## src/mrd_pkg.sv

```systemverilog
// Purpose: shared types and constants of the addressing-byte decoder
// Assumes: one core clock, byte fields already aligned by fetch
// Notes: register ids are unique across classes
package mrd_pkg;
    localparam int SEL_HI = 5;
    localparam int SEL_LO = 3;
    localparam int MOD_HI = 7;
    localparam int MOD_LO = 6;
    localparam int RM_HI = 2;
    localparam int RM_LO = 0;

    localparam logic [1:0] MOD_INDIRECT = 2'h0;
    localparam logic [1:0] MOD_REGISTER = 2'h3;

    typedef enum logic [1:0] {
        CLS_NONE = 2'b00,
        CLS_CONTROL = 2'b01,
        CLS_DEBUG = 2'b10,
        CLS_TEST = 2'b11
    } mrd_cls_t;

    typedef enum logic [3:0] {
        SPEC_NONE = 4'b0000,
        CONTROL_REG_0 = 4'b0001,
        CONTROL_REG_2 = 4'b0010,
        CONTROL_REG_3 = 4'b0011,
        CONTROL_REG_4 = 4'b0100,
        DEBUG_REG_0 = 4'b0101,
        DEBUG_REG_1 = 4'b0110,
        DEBUG_REG_2 = 4'b0111,
        DEBUG_REG_3 = 4'b1000,
        DEBUG_REG_6 = 4'b1001,
        DEBUG_REG_7 = 4'b1010,
        TEST_REG_3 = 4'b1011,
        TEST_REG_4 = 4'b1100,
        TEST_REG_5 = 4'b1101,
        TEST_REG_6 = 4'b1110,
        TEST_REG_7 = 4'b1111
    } mrd_spec_t;

    typedef enum logic [3:0] {
        AREG_NONE = 4'b0000,
        AREG_BX = 4'b0001,
        AREG_BP = 4'b0010,
        AREG_SI = 4'b0011,
        AREG_DI = 4'b0100,
        AREG_EAX = 4'b0101,
        AREG_ECX = 4'b0110,
        AREG_EDX = 4'b0111,
        AREG_EBX = 4'b1000,
        AREG_ESI = 4'b1001,
        AREG_EDI = 4'b1010
    } mrd_areg_t;

    typedef enum logic [1:0] {
        SEG_NONE = 2'b00,
        SEG_DATA = 2'b01,
        SEG_STACK = 2'b10
    } mrd_seg_t;

    typedef enum logic [1:0] {
        DISP_NONE = 2'b00,
        DISPLACEMENT_16 = 2'b01,
        DISPLACEMENT_32 = 2'b10
    } mrd_disp_t;

    typedef enum logic [1:0] {
        OPSZ_8 = 2'b00,
        OPSZ_16 = 2'b01,
        OPSZ_32 = 2'b10
    } mrd_opsz_t;
endpackage

```

## src/mrd_sel_if.sv

```systemverilog
// Purpose: carries the special-register selector to its decoder and back
// Assumes: purely combinational path
// Notes: none
`timescale 1ns/1ps
interface mrd_sel_if;
    mrd_pkg::mrd_cls_t cls;
    logic [2:0] selector;
    mrd_pkg::mrd_spec_t spec;
    logic valid;
    modport dec (input cls, input selector, output spec, output valid);
    modport user (output cls, output selector, input spec, input valid);
endinterface

```

## src/mrd_decoder.sv

```systemverilog
// Purpose: decodes the special-register selector and the mod/rm addressing form
// Assumes: fetch presents one instruction per in_valid with its fields aligned
// Notes: one cycle latency; only mod 00 and mod 11 forms are resolved
`timescale 1ns/1ps
module mrd_decoder (
    input wire logic clock,
    input wire logic rstn,
    input wire logic in_valid,
    input wire logic [7:0] modrm,
    input wire logic has_modrm,
    input wire mrd_pkg::mrd_cls_t spec_cls,
    input wire logic opcode_w,
    input wire logic addr32,
    input wire logic data32,
    output logic out_valid,
    output mrd_pkg::mrd_spec_t spec_reg,
    output logic spec_invalid,
    output logic modrm_used,
    output logic reg_direct,
    output logic form_known,
    output mrd_pkg::mrd_seg_t seg,
    output mrd_pkg::mrd_areg_t base_reg,
    output mrd_pkg::mrd_areg_t index_reg,
    output mrd_pkg::mrd_disp_t disp_size,
    output logic sib_follows,
    output mrd_pkg::mrd_opsz_t opnd_size
);
    typedef struct packed {
        mrd_pkg::mrd_seg_t seg;
        mrd_pkg::mrd_areg_t base;
        mrd_pkg::mrd_areg_t index;
        mrd_pkg::mrd_disp_t disp;
        logic sib;
    } mrd_form_t;

    // mod 00 row for either address size
    function automatic mrd_form_t mod0_row(input logic [2:0] rm, input logic a32);
        mrd_form_t f;
        f = '{mrd_pkg::SEG_DATA, mrd_pkg::AREG_NONE, mrd_pkg::AREG_NONE,
              mrd_pkg::DISP_NONE, 1'b0};
        if (!a32) begin
            case (rm)
                3'h0: begin
                    f.base = mrd_pkg::AREG_BX;
                    f.index = mrd_pkg::AREG_SI;
                end
                3'h1: begin
                    f.base = mrd_pkg::AREG_BX;
                    f.index = mrd_pkg::AREG_DI;
                end
                3'h2: begin
                    f.seg = mrd_pkg::SEG_STACK;
                    f.base = mrd_pkg::AREG_BP;
                    f.index = mrd_pkg::AREG_SI;
                end
                3'h3: begin
                    f.seg = mrd_pkg::SEG_STACK;
                    f.base = mrd_pkg::AREG_BP;
                    f.index = mrd_pkg::AREG_DI;
                end
                3'h4: f.base = mrd_pkg::AREG_SI;
                3'h5: f.base = mrd_pkg::AREG_DI;
                3'h6: f.disp = mrd_pkg::DISPLACEMENT_16;
                default: f.base = mrd_pkg::AREG_BX;
            endcase
        end else begin
            case (rm)
                3'h0: f.base = mrd_pkg::AREG_EAX;
                3'h1: f.base = mrd_pkg::AREG_ECX;
                3'h2: f.base = mrd_pkg::AREG_EDX;
                3'h3: f.base = mrd_pkg::AREG_EBX;
                3'h4: begin
                    f.seg = mrd_pkg::SEG_NONE;
                    f.sib = 1'b1;
                end
                3'h5: f.disp = mrd_pkg::DISPLACEMENT_32;
                3'h6: f.base = mrd_pkg::AREG_ESI;
                default: f.base = mrd_pkg::AREG_EDI;
            endcase
        end
        return f;
    endfunction

    mrd_sel_if sel ();

    mrd_eee_dec u_eee (
        .sel(sel)
    );

    logic [1:0] mod_f;
    logic [2:0] rm_f;
    mrd_form_t form;

    logic out_valid_r, out_valid_nxt;
    mrd_pkg::mrd_spec_t spec_r, spec_nxt;
    logic invalid_r, invalid_nxt;
    logic used_r, used_nxt;
    logic direct_r, direct_nxt;
    logic known_r, known_nxt;
    mrd_form_t form_r, form_nxt;
    mrd_pkg::mrd_opsz_t opsz_r, opsz_nxt;

    assign sel.selector = modrm[mrd_pkg::SEL_HI:mrd_pkg::SEL_LO];
    assign sel.cls = has_modrm ? spec_cls : mrd_pkg::CLS_NONE;
    assign mod_f = modrm[mrd_pkg::MOD_HI:mrd_pkg::MOD_LO];
    assign rm_f = modrm[mrd_pkg::RM_HI:mrd_pkg::RM_LO];
    assign form = mod0_row(rm_f, addr32);

    always_comb begin
        out_valid_nxt = in_valid;
        spec_nxt = spec_r;
        invalid_nxt = invalid_r;
        used_nxt = used_r;
        direct_nxt = direct_r;
        known_nxt = known_r;
        form_nxt = form_r;
        opsz_nxt = opsz_r;
        if (in_valid) begin
            spec_nxt = sel.spec;
            invalid_nxt = !sel.valid;
            // implied form, byte left in stream
            used_nxt = has_modrm;
            if (!opcode_w) begin
                opsz_nxt = mrd_pkg::OPSZ_8;
            end else begin
                opsz_nxt = data32 ? mrd_pkg::OPSZ_32 : mrd_pkg::OPSZ_16;
            end
            form_nxt = '{mrd_pkg::SEG_NONE, mrd_pkg::AREG_NONE, mrd_pkg::AREG_NONE,
                         mrd_pkg::DISP_NONE, 1'b0};
            direct_nxt = 1'b0;
            known_nxt = 1'b0;
            // form chosen by mod and rm
            if (has_modrm) begin
                if (mod_f == mrd_pkg::MOD_INDIRECT) begin
                    form_nxt = form;
                    known_nxt = 1'b1;
                end else if (mod_f == mrd_pkg::MOD_REGISTER) begin
                    // register form sized by width bit
                    direct_nxt = 1'b1;
                    known_nxt = 1'b1;
                end
            end
        end
    end

    always_ff @(posedge clock or negedge rstn) begin
        if (!rstn) begin
            out_valid_r <= 1'b0;
            spec_r <= mrd_pkg::SPEC_NONE;
            invalid_r <= 1'b0;
            used_r <= 1'b0;
            direct_r <= 1'b0;
            known_r <= 1'b0;
            form_r <= '{mrd_pkg::SEG_NONE, mrd_pkg::AREG_NONE, mrd_pkg::AREG_NONE,
                        mrd_pkg::DISP_NONE, 1'b0};
            opsz_r <= mrd_pkg::OPSZ_8;
        end else begin
            out_valid_r <= out_valid_nxt;
            spec_r <= spec_nxt;
            invalid_r <= invalid_nxt;
            used_r <= used_nxt;
            direct_r <= direct_nxt;
            known_r <= known_nxt;
            form_r <= form_nxt;
            opsz_r <= opsz_nxt;
        end
    end

    assign out_valid = out_valid_r;
    assign spec_reg = spec_r;
    assign spec_invalid = invalid_r;
    assign modrm_used = used_r;
    assign reg_direct = direct_r;
    assign form_known = known_r;
    assign seg = form_r.seg;
    assign base_reg = form_r.base;
    assign index_reg = form_r.index;
    assign disp_size = form_r.disp;
    assign sib_follows = form_r.sib;
    assign opnd_size = opsz_r;
endmodule

```

## src/mrd_eee_dec.sv

```systemverilog
// Purpose: maps a three-bit selector and class to a special register
// Assumes: class none means no special-register move
// Notes: combinational
`timescale 1ns/1ps
module mrd_eee_dec (
    mrd_sel_if.dec sel
);
    always_comb begin
        sel.spec = mrd_pkg::SPEC_NONE;
        case (sel.cls)
            mrd_pkg::CLS_CONTROL: begin
                case (sel.selector)
                    3'h0: sel.spec = mrd_pkg::CONTROL_REG_0;
                    3'h2: sel.spec = mrd_pkg::CONTROL_REG_2;
                    3'h3: sel.spec = mrd_pkg::CONTROL_REG_3;
                    3'h4: sel.spec = mrd_pkg::CONTROL_REG_4;
                    default: sel.spec = mrd_pkg::SPEC_NONE;
                endcase
            end
            mrd_pkg::CLS_DEBUG: begin
                case (sel.selector)
                    3'h0: sel.spec = mrd_pkg::DEBUG_REG_0;
                    3'h1: sel.spec = mrd_pkg::DEBUG_REG_1;
                    3'h2: sel.spec = mrd_pkg::DEBUG_REG_2;
                    3'h3: sel.spec = mrd_pkg::DEBUG_REG_3;
                    3'h6: sel.spec = mrd_pkg::DEBUG_REG_6;
                    3'h7: sel.spec = mrd_pkg::DEBUG_REG_7;
                    default: sel.spec = mrd_pkg::SPEC_NONE;
                endcase
            end
            mrd_pkg::CLS_TEST: begin
                case (sel.selector)
                    3'h3: sel.spec = mrd_pkg::TEST_REG_3;
                    3'h4: sel.spec = mrd_pkg::TEST_REG_4;
                    3'h5: sel.spec = mrd_pkg::TEST_REG_5;
                    3'h6: sel.spec = mrd_pkg::TEST_REG_6;
                    3'h7: sel.spec = mrd_pkg::TEST_REG_7;
                    default: sel.spec = mrd_pkg::SPEC_NONE;
                endcase
            end
            default: sel.spec = mrd_pkg::SPEC_NONE;
        endcase
        sel.valid = (sel.cls == mrd_pkg::CLS_NONE) || (sel.spec != mrd_pkg::SPEC_NONE);
    end
endmodule

```

## config.mk

```make
export PLATFORM = sky130hd
export DESIGN_NAME = mrd_decoder
export DESIGN_NICKNAME = d
export VERILOG_FILES = /design/src/mrd_pkg.sv /design/src/mrd_sel_if.sv /design/src/mrd_decoder.sv /design/src/mrd_eee_dec.sv
export SDC_FILE = /design/constraint.sdc
export NUM_CORES = 1
export LEC_CHECK = 0
export CORE_ASPECT_RATIO = 1.25
export CORE_MARGIN = 2
export CORE_UTILIZATION = 45
export CTS_CLUSTER_SIZE = 14
export DETAILED_ROUTE_END_ITERATION = 6
export DONT_BUFFER_PORTS = 1
export PLACE_DENSITY_LB_ADDON = 0.05
export SLEW_MARGIN = 30
export SYNTH_ARGS = -nofsm -noshare
export SYNTH_HDL_FRONTEND = slang
export SYNTH_SLANG_ARGS = --single-unit
```

## constraint.sdc

```tcl
create_clock -name clock -period 0.9 [get_ports clock]
set_input_delay 0.27 -clock clock [delete_from_list [all_inputs] [get_ports clock]]
set_output_delay 0.27 -clock clock [all_outputs]
set_load 0.005 [all_outputs]
```

After elaboration in Yosys (flattened, before gate mapping)
Index checks and enable logic that the tools add are counted.

Input port bits: 17. Logic and storage cells: 66. Memories kept: 0. Bits in latches: 0. Output and inout port bits: 24. Bits in read-only memories: 0. Register bits after elaboration: 24. RAM bits: 0.

Order comparisons: 0. Reduce and logical (&&, ||, !) cells: 11. Add/subtract/negate cells: 0. Eq/ne operators: 17. Multiply operators: 0. Mux-type cells: 26. Bitwise gates (word level): 0. Shift operators: 0. Div/mod/pow operators: 0.

Operators with widths (count): case mux 4 bit (6 select lines) (2); two-way mux 13 bit (2); case mux 3 bit (4 select lines) (2); equality test 3 bit (second input constant) (7); case mux 4 bit (5 select lines) (1); equality test 3 x 2 -> 1 bit (second input constant) (4); two-way mux 2 bit (6); case mux 4 bit (3 select lines) (1); two-way mux 1 bit (9); OR reduction 2 bit (4); equality test 2 bit (second input constant) (3); equality test 3 x 1 -> 1 bit (second input constant) (2); logical NOT 3 bit (2); two-way mux 6 bit (1); case mux 3 bit (2 select lines) (1); logical NOT 2 bit (2); two-way mux 4 bit (1); nonzero test 4 bit (1); equality test 2 x 1 -> 1 bit (second input constant) (1); logical NOT 1 bit (1); logical OR 1 bit (1).

Depth between registers and ports, before layout
Gate-level depths: netlist of the first run.

Word-level depth: 6. Mapped depth: 5. Depth with buffers taken out: 5.

Hierarchy
A second synthesis of the first run with hierarchy kept.

Cells, all modules: 125. Area, all modules: 1218.7 µm².

By module, submodules not included: mrd_decoder (area an instance 1022.2 µm², sequential area each 550.5 µm², times used 1, cells an instance 94); mrd_eee_dec (area an instance 196.4 µm², sequential area each 0.0 µm², times used 1, cells an instance 31).

Least setup slack after synthesis of the first run
Ideal clock, no wire load.

Path kind: input -> register. Start: in modrm[5]. End: reg invalid_r, in the netlist spec_invalid. Library setup time: 0.122 ns. Data arrival time: 1.082 ns. Path slack: -0.303 ns. Stages on the path: 4. Path buffers: 0. Data required time: 0.778 ns. Cells stage by stage: or3_1 a21oi_1 o31ai_2 a32o_1.

Word-level cells in the longest chain between the ends: 6. Elaborated cells on any way between the ends: 15. Classes of those cells: eq/ne: 7; mux: 4; reduce/logical: 4.

RTL lines: start, declared (line mrd_decoder.sv:9) `input wire logic [7:0] modrm,`; equality test 3 bit, or another cell as far along (line mrd_eee_dec.sv:21, mrd_eee_dec.sv:32); case mux 4 bit (6 select lines), or another cell as far along (line mrd_eee_dec.sv:21) `case (sel.selector)`; case mux 4 bit (3 select lines) (*) (line mrd_eee_dec.sv:10) `case (sel.cls)`; nonzero test 4 bit (*) (line mrd_eee_dec.sv:43) `sel.valid = (sel.cls == mrd_pkg::CLS_NONE) || (sel.spec != mrd_pkg::SPEC_NONE);`; logical OR 1 bit (*) (line mrd_eee_dec.sv:43); logical NOT 1 bit (*) (line mrd_decoder.sv:120) `invalid_nxt = !sel.valid;`; end signal, assigned (line mrd_decoder.sv:160) `invalid_r <= invalid_nxt;`; end, declared (line mrd_decoder.sv:96) `logic invalid_r, invalid_nxt;`.

Mark *: on every way between the ends. The rest lies on a longest branch, timed or not. A chain may end at the register's enable or synchronous reset.

Worst setup path after layout of the first run
Start: reg form_r, in the netlist index_reg[1]. End: out index_reg[1].

RTL lines: start, declared (line mrd_decoder.sv:100) `mrd_form_t form_r, form_nxt;`; start signal, assigned (line mrd_decoder.sv:154) `form_r <= '{mrd_pkg::SEG_NONE, mrd_pkg::AREG_NONE, mrd_pkg::AREG_NONE,`; start signal, assigned (line mrd_decoder.sv:164) `form_r <= form_nxt;`; end, declared (line mrd_decoder.sv:23) `output mrd_pkg::mrd_areg_t index_reg,`.

No word-level cell between the ends.

==> results.toml, run 1 <==
[status]
violations = "negative setup slack"
run_status = "finished with violations"

[placement]
preCtsSetupSlack_ns = -0.303
io_buffers = 0
place.gp.congestion = 0.706
placed_area_um2 = 1300
dp_hpwl_um = 1980

[synth]
yosysSeqAreaShare = 0.444
syn_inst = 126
synth_edf_count = 0
synth_fp_nets = 145
synth_ff_type = "dfrtp_1"
yosys_warnings = 0
synthesis.area_um2 = 1240
ys_seq_elements = 22
synthArstFlopShare = 1.00
synthDistinctLibCells = 45
synth_area_per_cell_um2 = 9.84

[global_routing]
grt_antenna_before_repair = 0
grt_pass1_wl_um = 4560
grt_use_total = 0.183
grt-ovfl-total = 0
grt_max_degree = 23
grt_pass1_vias = 939

[routing]
drt-initial-drc-count = 19
vias_per_cell = 5.86
drc = 0
vias = 937
wirelength_um = 2670
wl_per_cell_um = 16.7
ant_nets = 0
drt-pass1-iter-count = 4

[hold_path]
hold_path.class = "in2reg"
min_delay_path_depth = 1

[clock_network]
cts_tree = "built"
clock_sinks = 22
cts_resized = 0
cts_max_level = 1
clock_latency_ns = 0.30
cts_root_buffer = "clkbuf_4"
clk_pin_slew_ns = 0.11
cts_made_buffers = 3
cts_buffer_depth = 2

[critical_path]
reg2regPathDepth = 1
crit_start = "index_reg[1]"
critPathRequiredTime_ns = 0.63
critPathMaxFanout = 3
reg2reg_from = "index_reg[1]"
path_depth = 0
critPathCapture = "index_reg[1]"
crit_path_end_kind = "output pin"
cp-start-kind = "flip-flop"
crit_arrival_ns = 0.74
reg2reg_to = "index_reg[1]"
worstSetupPathType = "reg2out"
reg2reg_slack_ns = 0.12

[sta]
rsz0062_at_grt = "yes"
hold_viol_final = 0
finalSetupViolations = 23
final.period_utilization = 1.12
timing.fmax_mhz = 989
setup_slack_ns = -0.111
drv_slew = 0
finalCriticalPeriod_ns = 1.01
fin_skew_ns = 0

[floorplan]
num_rows = 21
start_util = 0.467
die_y_um = 62.7
die_x_um = 51.0
dieArea_um2 = 3190
io-pin-count = 41
core_area_um2 = 2650

[power]
p_leak_uw = 0.000574
vdd_drop_max_uv = 582
power.density_cell_area_nw_per_um2 = 1290

[cells_and_area]
syn_to_final_growth_pct = 9.59
finalInstanceArea_um2 = 1360
antenna-diode-count = 0
drive_above_1_share = 0.183
nNetsFinal = 147

[job]
max_cap_violations = 0
-- through the flow --
step,utilization,total power [uW],std cells,TNS (ns),hold slack (ns)
finish,0.512,1750,160,-2.03,0.0476
global route,0.512,1840,160,-2.76,0.0372
floorplan,-,1320,126,-1.11,-0.0256
global placement,0.488,1300,154,-1.26,-0.0252
detailed placement,0.488,1300,154,-1.54,-0.0251
CTS,0.501,1740,158,-2.23,-0.362
-- kinds of logic (layout without fill, tap and decap cells) --
family | after synthesis | after routing | synth area share
and+or+nand+nor | 36 | 36 | 0.185
muxes | 1 | 1 | 0.00807
other | 1 | 1 | 0.00302
adders and majority gates | 2 | 2 | 0.0202
AOI/OAI and AO/OA | 41 | 41 | 0.246
DFF | 22 | 22 | 0.444
buffers and inverters | 23 | 23 | 0.0938
-- cell type report --
class                   count  area, um2
well taps                  34       42.5
flip-flops and latches     22        551
multi-input cells          81        601
repair buffers              8       77.6
fillers                   248       1290
inverters                  12       65.1
clock buffers               3       22.5
-- cell usage after synthesis, types with 2 or more instances --
cell       instances  area share
dfrtp_1           22        0.44
o32ai_1            2       0.014
nor2_1             4       0.012
and3_1             2       0.010
o2bb2ai_1          8       0.057
clkbuf_1           2      0.0061
nand3_1            3       0.012
nand2b_1           4       0.020
buf_2              3       0.012
o21ai_1            2      0.0081
o21ai_0            8       0.032
a32o_1             3       0.024
a21oi_1            6       0.024
inv_1             12       0.036
a21o_1             2       0.012
nand2_1            8       0.024
nand3b_1           3       0.018
buf_4              4       0.024
ha_1               2       0.020
-- report_power, final --
part           switching (uW)  internal (uW)
logic                     114            130
registers                37.6           1030
clock network             278            156
-- worst min-delay path by stage --
stage | slack [ns] | startpoint | end
after floorplan | -0.03 | rstn | base_reg[0]
after global placement | -0.03 | rstn | base_reg[3]
final | 0.05 | modrm[0] | sib_follows
after global routing | 0.04 | in_valid | index_reg[2]
after CTS | -0.36 | rstn | spec_reg[3]
after detailed placement | -0.03 | rstn | base_reg[3]
-- routing by layer --
| layer | track usage | part of all wire |
|---|---|---|
| met3 | 0.0311 | 0.056 |
| met5 | 0 | 0 |
| met1 | 0.224 | 0.41 |
| met4 | 0.0709 | 0.016 |
| met2 | 0.315 | 0.52 |
-- cells in the final DEF, fill, tap and decap left out, types with 2 or more instances in the layout --
master          n
o21ai_0         7
o2bb2ai_1       8
dlygate4sd3_1   2
nand3b_1        3
nand3_1         3
a21oi_1         4
nand2_1         7
o21ai_1         3
clkbuf_4        3
a21oi_2         2
buf_4           5
o32ai_1         2
dfrtp_1        22
inv_1           9
nor2_1          4
a21o_1          2
a32o_1          3
nand2b_1        4
-- repair_timing --
action                                  4_1_cts  5_1_grt
endpoints found under the setup margin       23       23
pin swaps                                     0        0
setup buffers                                 0        0
endpoints found under the hold margin        23       22
hold buffers                                  1        2
No activity file was read; power rests on OpenSTA's default activity.
==> run 2, diff against run 1 <==
- CORE_ASPECT_RATIO: 1.25 -> unset
- RECOVER_POWER: unset -> 50
- REMOVE_ABC_BUFFERS: unset -> 1
==> run 2 against run 1 <==
Against the previous run: wire length shrank 1.5%; largest cell class unchanged; the run still ends with negative setup slack left; clock power is essentially flat; non-clock buffer count grew 2; sequential share of layout area grew 0.61 points; worst setup slack gained 0.0047 ns; clock skew is the same; via count shrank 0.32%.
==> results.toml, run 2 (synthesis results as in run 1) <==
[global_routing]
grt_pass1_vias = 966
grt-ovfl-total = 0
grt_use_total = 0.180
grt_antenna_before_repair = 0
grt_max_degree = 23
grt_pass1_wl_um = 4470

[floorplan]
die_y_um = 56.5
num_rows = 19
io-pin-count = 41
core_area_um2 = 2690
dieArea_um2 = 3190
start_util = 0.462
die_x_um = 56.5

[sta]
finalSetupViolations = 24
setup_slack_ns = -0.107
finalCriticalPeriod_ns = 1.01
fin_skew_ns = 0
timing.fmax_mhz = 994
hold_viol_final = 0
worst_hold_slack_ns = 0.0437
rsz0062_at_grt = "yes"
tns_ns = -1.89
drv_slew = 0
final.period_utilization = 1.12

[hold_path]
hold_path.class = "in2reg"

[placement]
place.detailed.instances = 153
place.gp.congestion = 0.819
io_buffers = 0
dp_hpwl_um = 1900

[routing]
drt-initial-drc-count = 23
drc = 0
ant_nets = 0
vias = 934
drt-pass1-iter-count = 6
vias_per_cell = 5.87
wl_per_cell_um = 16.5
wirelength_um = 2630

[status]
violations = "negative setup slack"
run_status = "finished with violations"

[power]
power.density_cell_area_nw_per_um2 = 1300
vdd_drop_max_uv = 958
p_leak_uw = 0.000581

[critical_path]
crit_path_end_kind = "output pin"
crit_arrival_ns = 0.74
worstSetupPathType = "reg2out"
cp-start-kind = "flip-flop"
critPathRequiredTime_ns = 0.63
critPathMaxFanout = 3

[cells_and_area]
mostFrequentLayoutCells = "dfrtp_1 (22), inv_1 (12), o21ai_0 (8), o2bb2ai_1 (8)"
syn_to_final_growth_pct = 7.97
final_cells = 159
nNetsFinal = 149
antenna-diode-count = 0
layout_commonest_cell = "dfrtp_1"
drive_above_1_share = 0.180
fillers = 258

[clock_network]
clock_sinks = 22
cts_buffer_depth = 2
cts_max_level = 1
cts_setup_buffers = 0
cts_tree = "built"
clk_pin_slew_ns = 0.12
cts_made_buffers = 3
clock_latency_ns = 0.29
cts_root_buffer = "clkbuf_4"

[job]
max_cap_violations = 0
run 2: cell count changes in the layout (fill, tap and decap cells not counted), sizes merged:
| cell | delta |
|---|---|
| buf | +2 |
run 2: routing by layer:
layer	GRT usage	wire, um	part of all wire	up-vias
met4	0.0544	13	0.0049	0
met3	0.0415	142	0.054	2
met1	0.238	1190	0.45	455
li1	-	-	-	453
met5	0	0	0	-
met2	0.291	1280	0.49	24
run 2: what timing repair did:
| action | 4_1_cts | 5_1_grt |
|---|---|---|
| cloned | 0 | 0 |
| hold endpoints to repair | 23 | 22 |
| pin swaps | 1 | 1 |
| resized for setup | 1 | 6 |
| hold buffers | 1 | 2 |
| endpoints found under the setup margin | 24 | 27 |
run 2: power by group:
group          total, uW  switching [uW]  internal, uW
clock                434             278           156
combinational        231             112           120
sequential          1070            35.9          1030
total               1740             426          1310
run 2: layout make-up:
type	instances	area (um2)	area share
clock buffer	3	22.5	0.0168
inverter	12	45.0	0.0336
multi-input combinational	81	604	0.451
sequential	22	551	0.411
tap	31	38.8	0.0290
timing repair buffer	10	77.6	0.0579
run 2: worst paths after layout:
| check | slack, ns | cells after the start | startpoint | to |
|---|---|---|---|---|
| setup / recovery | -0.11 | 0 | index_reg[1] | index_reg[1] |
| hold / removal | 0.04 | 1 | in_valid | disp_size[0] |
| setup reg to reg | 0.14 | 1 | index_reg[1] | index_reg[1] |
| hold reg to reg | 0.53 | 1 | spec_reg[2] | spec_reg[2] |
| max in group asynchronous | 0.12 | 2 | rstn | sib_follows |
| min in group asynchronous | 0.45 | 2 | rstn | opnd_size[1] |
run 2: metrics by stage:
step           utilization  cell area, um2  worst slack (ns)  power [uW]
2_1_floorplan            -            1170            -0.303        1230
3_3_place_gp         0.469            1260            -0.326        1280
3_5_place_dp         0.469            1260            -0.359        1290
4_1_cts              0.483            1300            -0.119        1730
5_1_grt              0.498            1340            -0.148        1830
6_report             0.498            1340            -0.107        1740
==> run 3, diff against run 2 <==
- clock period: 0.9 -> 1.2 ns (I/O delays scaled with it)
==> run 3 against run 2 <==
Against the previous run: the run now ends clean; flip-flop and latch count stayed put; via count did not move; clock skew stayed put; total power decreased by 26%; worst setup slack gained 0.21 ns; hold slack improved by 0.031 ns; first-iteration DRC count down 8.7%; critical path depth is the same; critical path type unchanged.
==> results.toml, run 3 (synthesis results as in run 1) <==
[power]
vdd_drop_max_uv = 626
power.density_cell_area_nw_per_um2 = 1020
power_uw = 1280
p_leak_uw = 0.000551

[critical_path]
crit_path_end_kind = "output pin"
critPathRequiredTime_ns = 0.84
worstSetupPathType = "reg2out"
cp-start-kind = "flip-flop"
crit_arrival_ns = 0.74
critPathMaxFanout = 3

[sta]
fin_skew_ns = 0
worst_hold_slack_ns = 0.0744
drv_slew = 0
hold_viol_final = 0
finalCriticalPeriod_ns = 1.10
slew_headroom = 0.635
max_slew.worst_pin.slew_ns = 0.548
rsz0062_at_grt = "no"
timing.fmax_mhz = 910
finalSetupViolations = 0
final.period_utilization = 0.916

[routing]
maxUsedRoutingLayer = "met4"
wirelength_um = 2580
wl_met1_um = 1110
met3WireLength_um = 188
wl_met2_um = 1260
vias = 934
ant_nets = 0
vias_per_cell = 6.10
drc = 0
wl_per_cell_um = 16.9
drt-initial-drc-count = 21
drt-pass1-iter-count = 4

[clock_network]
clock_sinks = 22
cts_made_buffers = 3
clock_latency_ns = 0.30
clk_pin_slew_ns = 0.12
cts_max_level = 1
cts_tree = "built"
cts_buffer_depth = 2
cts_root_buffer = "clkbuf_4"

[placement]
place.detailed.instances = 148
place.gp.congestion = 0.775
dp_hpwl_um = 1840
placed_area_um2 = 1220
io_buffers = 0

[floorplan]
io-pin-count = 41
dieArea_um2 = 3190
core_area_um2 = 2690
start_util = 0.462
die_x_um = 56.5
die_y_um = 56.5
num_rows = 19

[cells_and_area]
antenna-diode-count = 0
drive_above_1_share = 0.0902
finalInstanceArea_um2 = 1260
fin_util = 0.468
syn_to_final_growth_pct = 1.41
fillers = 269
mostFrequentLayoutCells = "dfrtp_1 (22), inv_1 (12), nand2_1 (8), o21ai_0 (8), o2bb2ai_1 (8)"
area.sequential_um2 = 551
nNetsFinal = 143
layout_commonest_cell = "dfrtp_1"
final_cells = 153
multi_input_comb_area_um2 = 571

[hold_path]
hold_path.class = "in2reg"

[status]
run_status = "finished, final reports clean"

[global_routing]
grt_antenna_before_repair = 0
grt_max_degree = 23
grt_pass1_wl_um = 4290
grt_use_total = 0.173
grt_pass1_vias = 917
grt-ovfl-total = 0

[job]
max_cap_violations = 0
==> run 3: per-layer routing <==
metal,global-route usage,up-vias
met5,0,-
met4,0.0612,0
met3,0.0645,2
met2,0.269,28
met1,0.221,462
li1,-,442
==> run 3: worst paths after layout <==
check	slack, ns	cells after the start	start	to
max	0.10	0	index_reg[1]	index_reg[1]
min	0.07	0	in_valid	out_valid
max in group asynchronous	0.27	2	rstn	base_reg[0]
min reg2reg	0.52	1	spec_reg[2]	spec_reg[2]
min in group asynchronous	0.56	2	rstn	opnd_size[1]
max reg2reg	0.44	1	index_reg[1]	index_reg[1]
==> run 3: what timing repair did <==
item | 4_1_cts | 5_1_grt
resized for setup | 0 | 0
endpoints found under the hold margin | 22 | 22
setup buffers | 0 | 0
==> run 3: stage by stage <==
stage	setup TNS (ns)	worst slack, ns
detailed placement	-0.353	-0.132
global placement	-0.338	-0.117
finish	0	0.101
floorplan	-0.0933	-0.0933
global route	0	0.0628
CTS	0	0.0901
==> run 3: report_power, final <==
| part | switching (uW) | internal [uW] |
|---|---|---|
| clock network | 210 | 117 |
| logic | 78.7 | 72.0 |
| registers | 26.9 | 776 |
| total | 316 | 965 |
==> run 3: area by class of cell <==
cell class              instances  area share
multi-input cells              81       0.454
flip-flops and latches         22       0.438
inverters                      12      0.0358
well taps                      31      0.0308
repair buffers                  4      0.0239
clock buffers                   3      0.0179
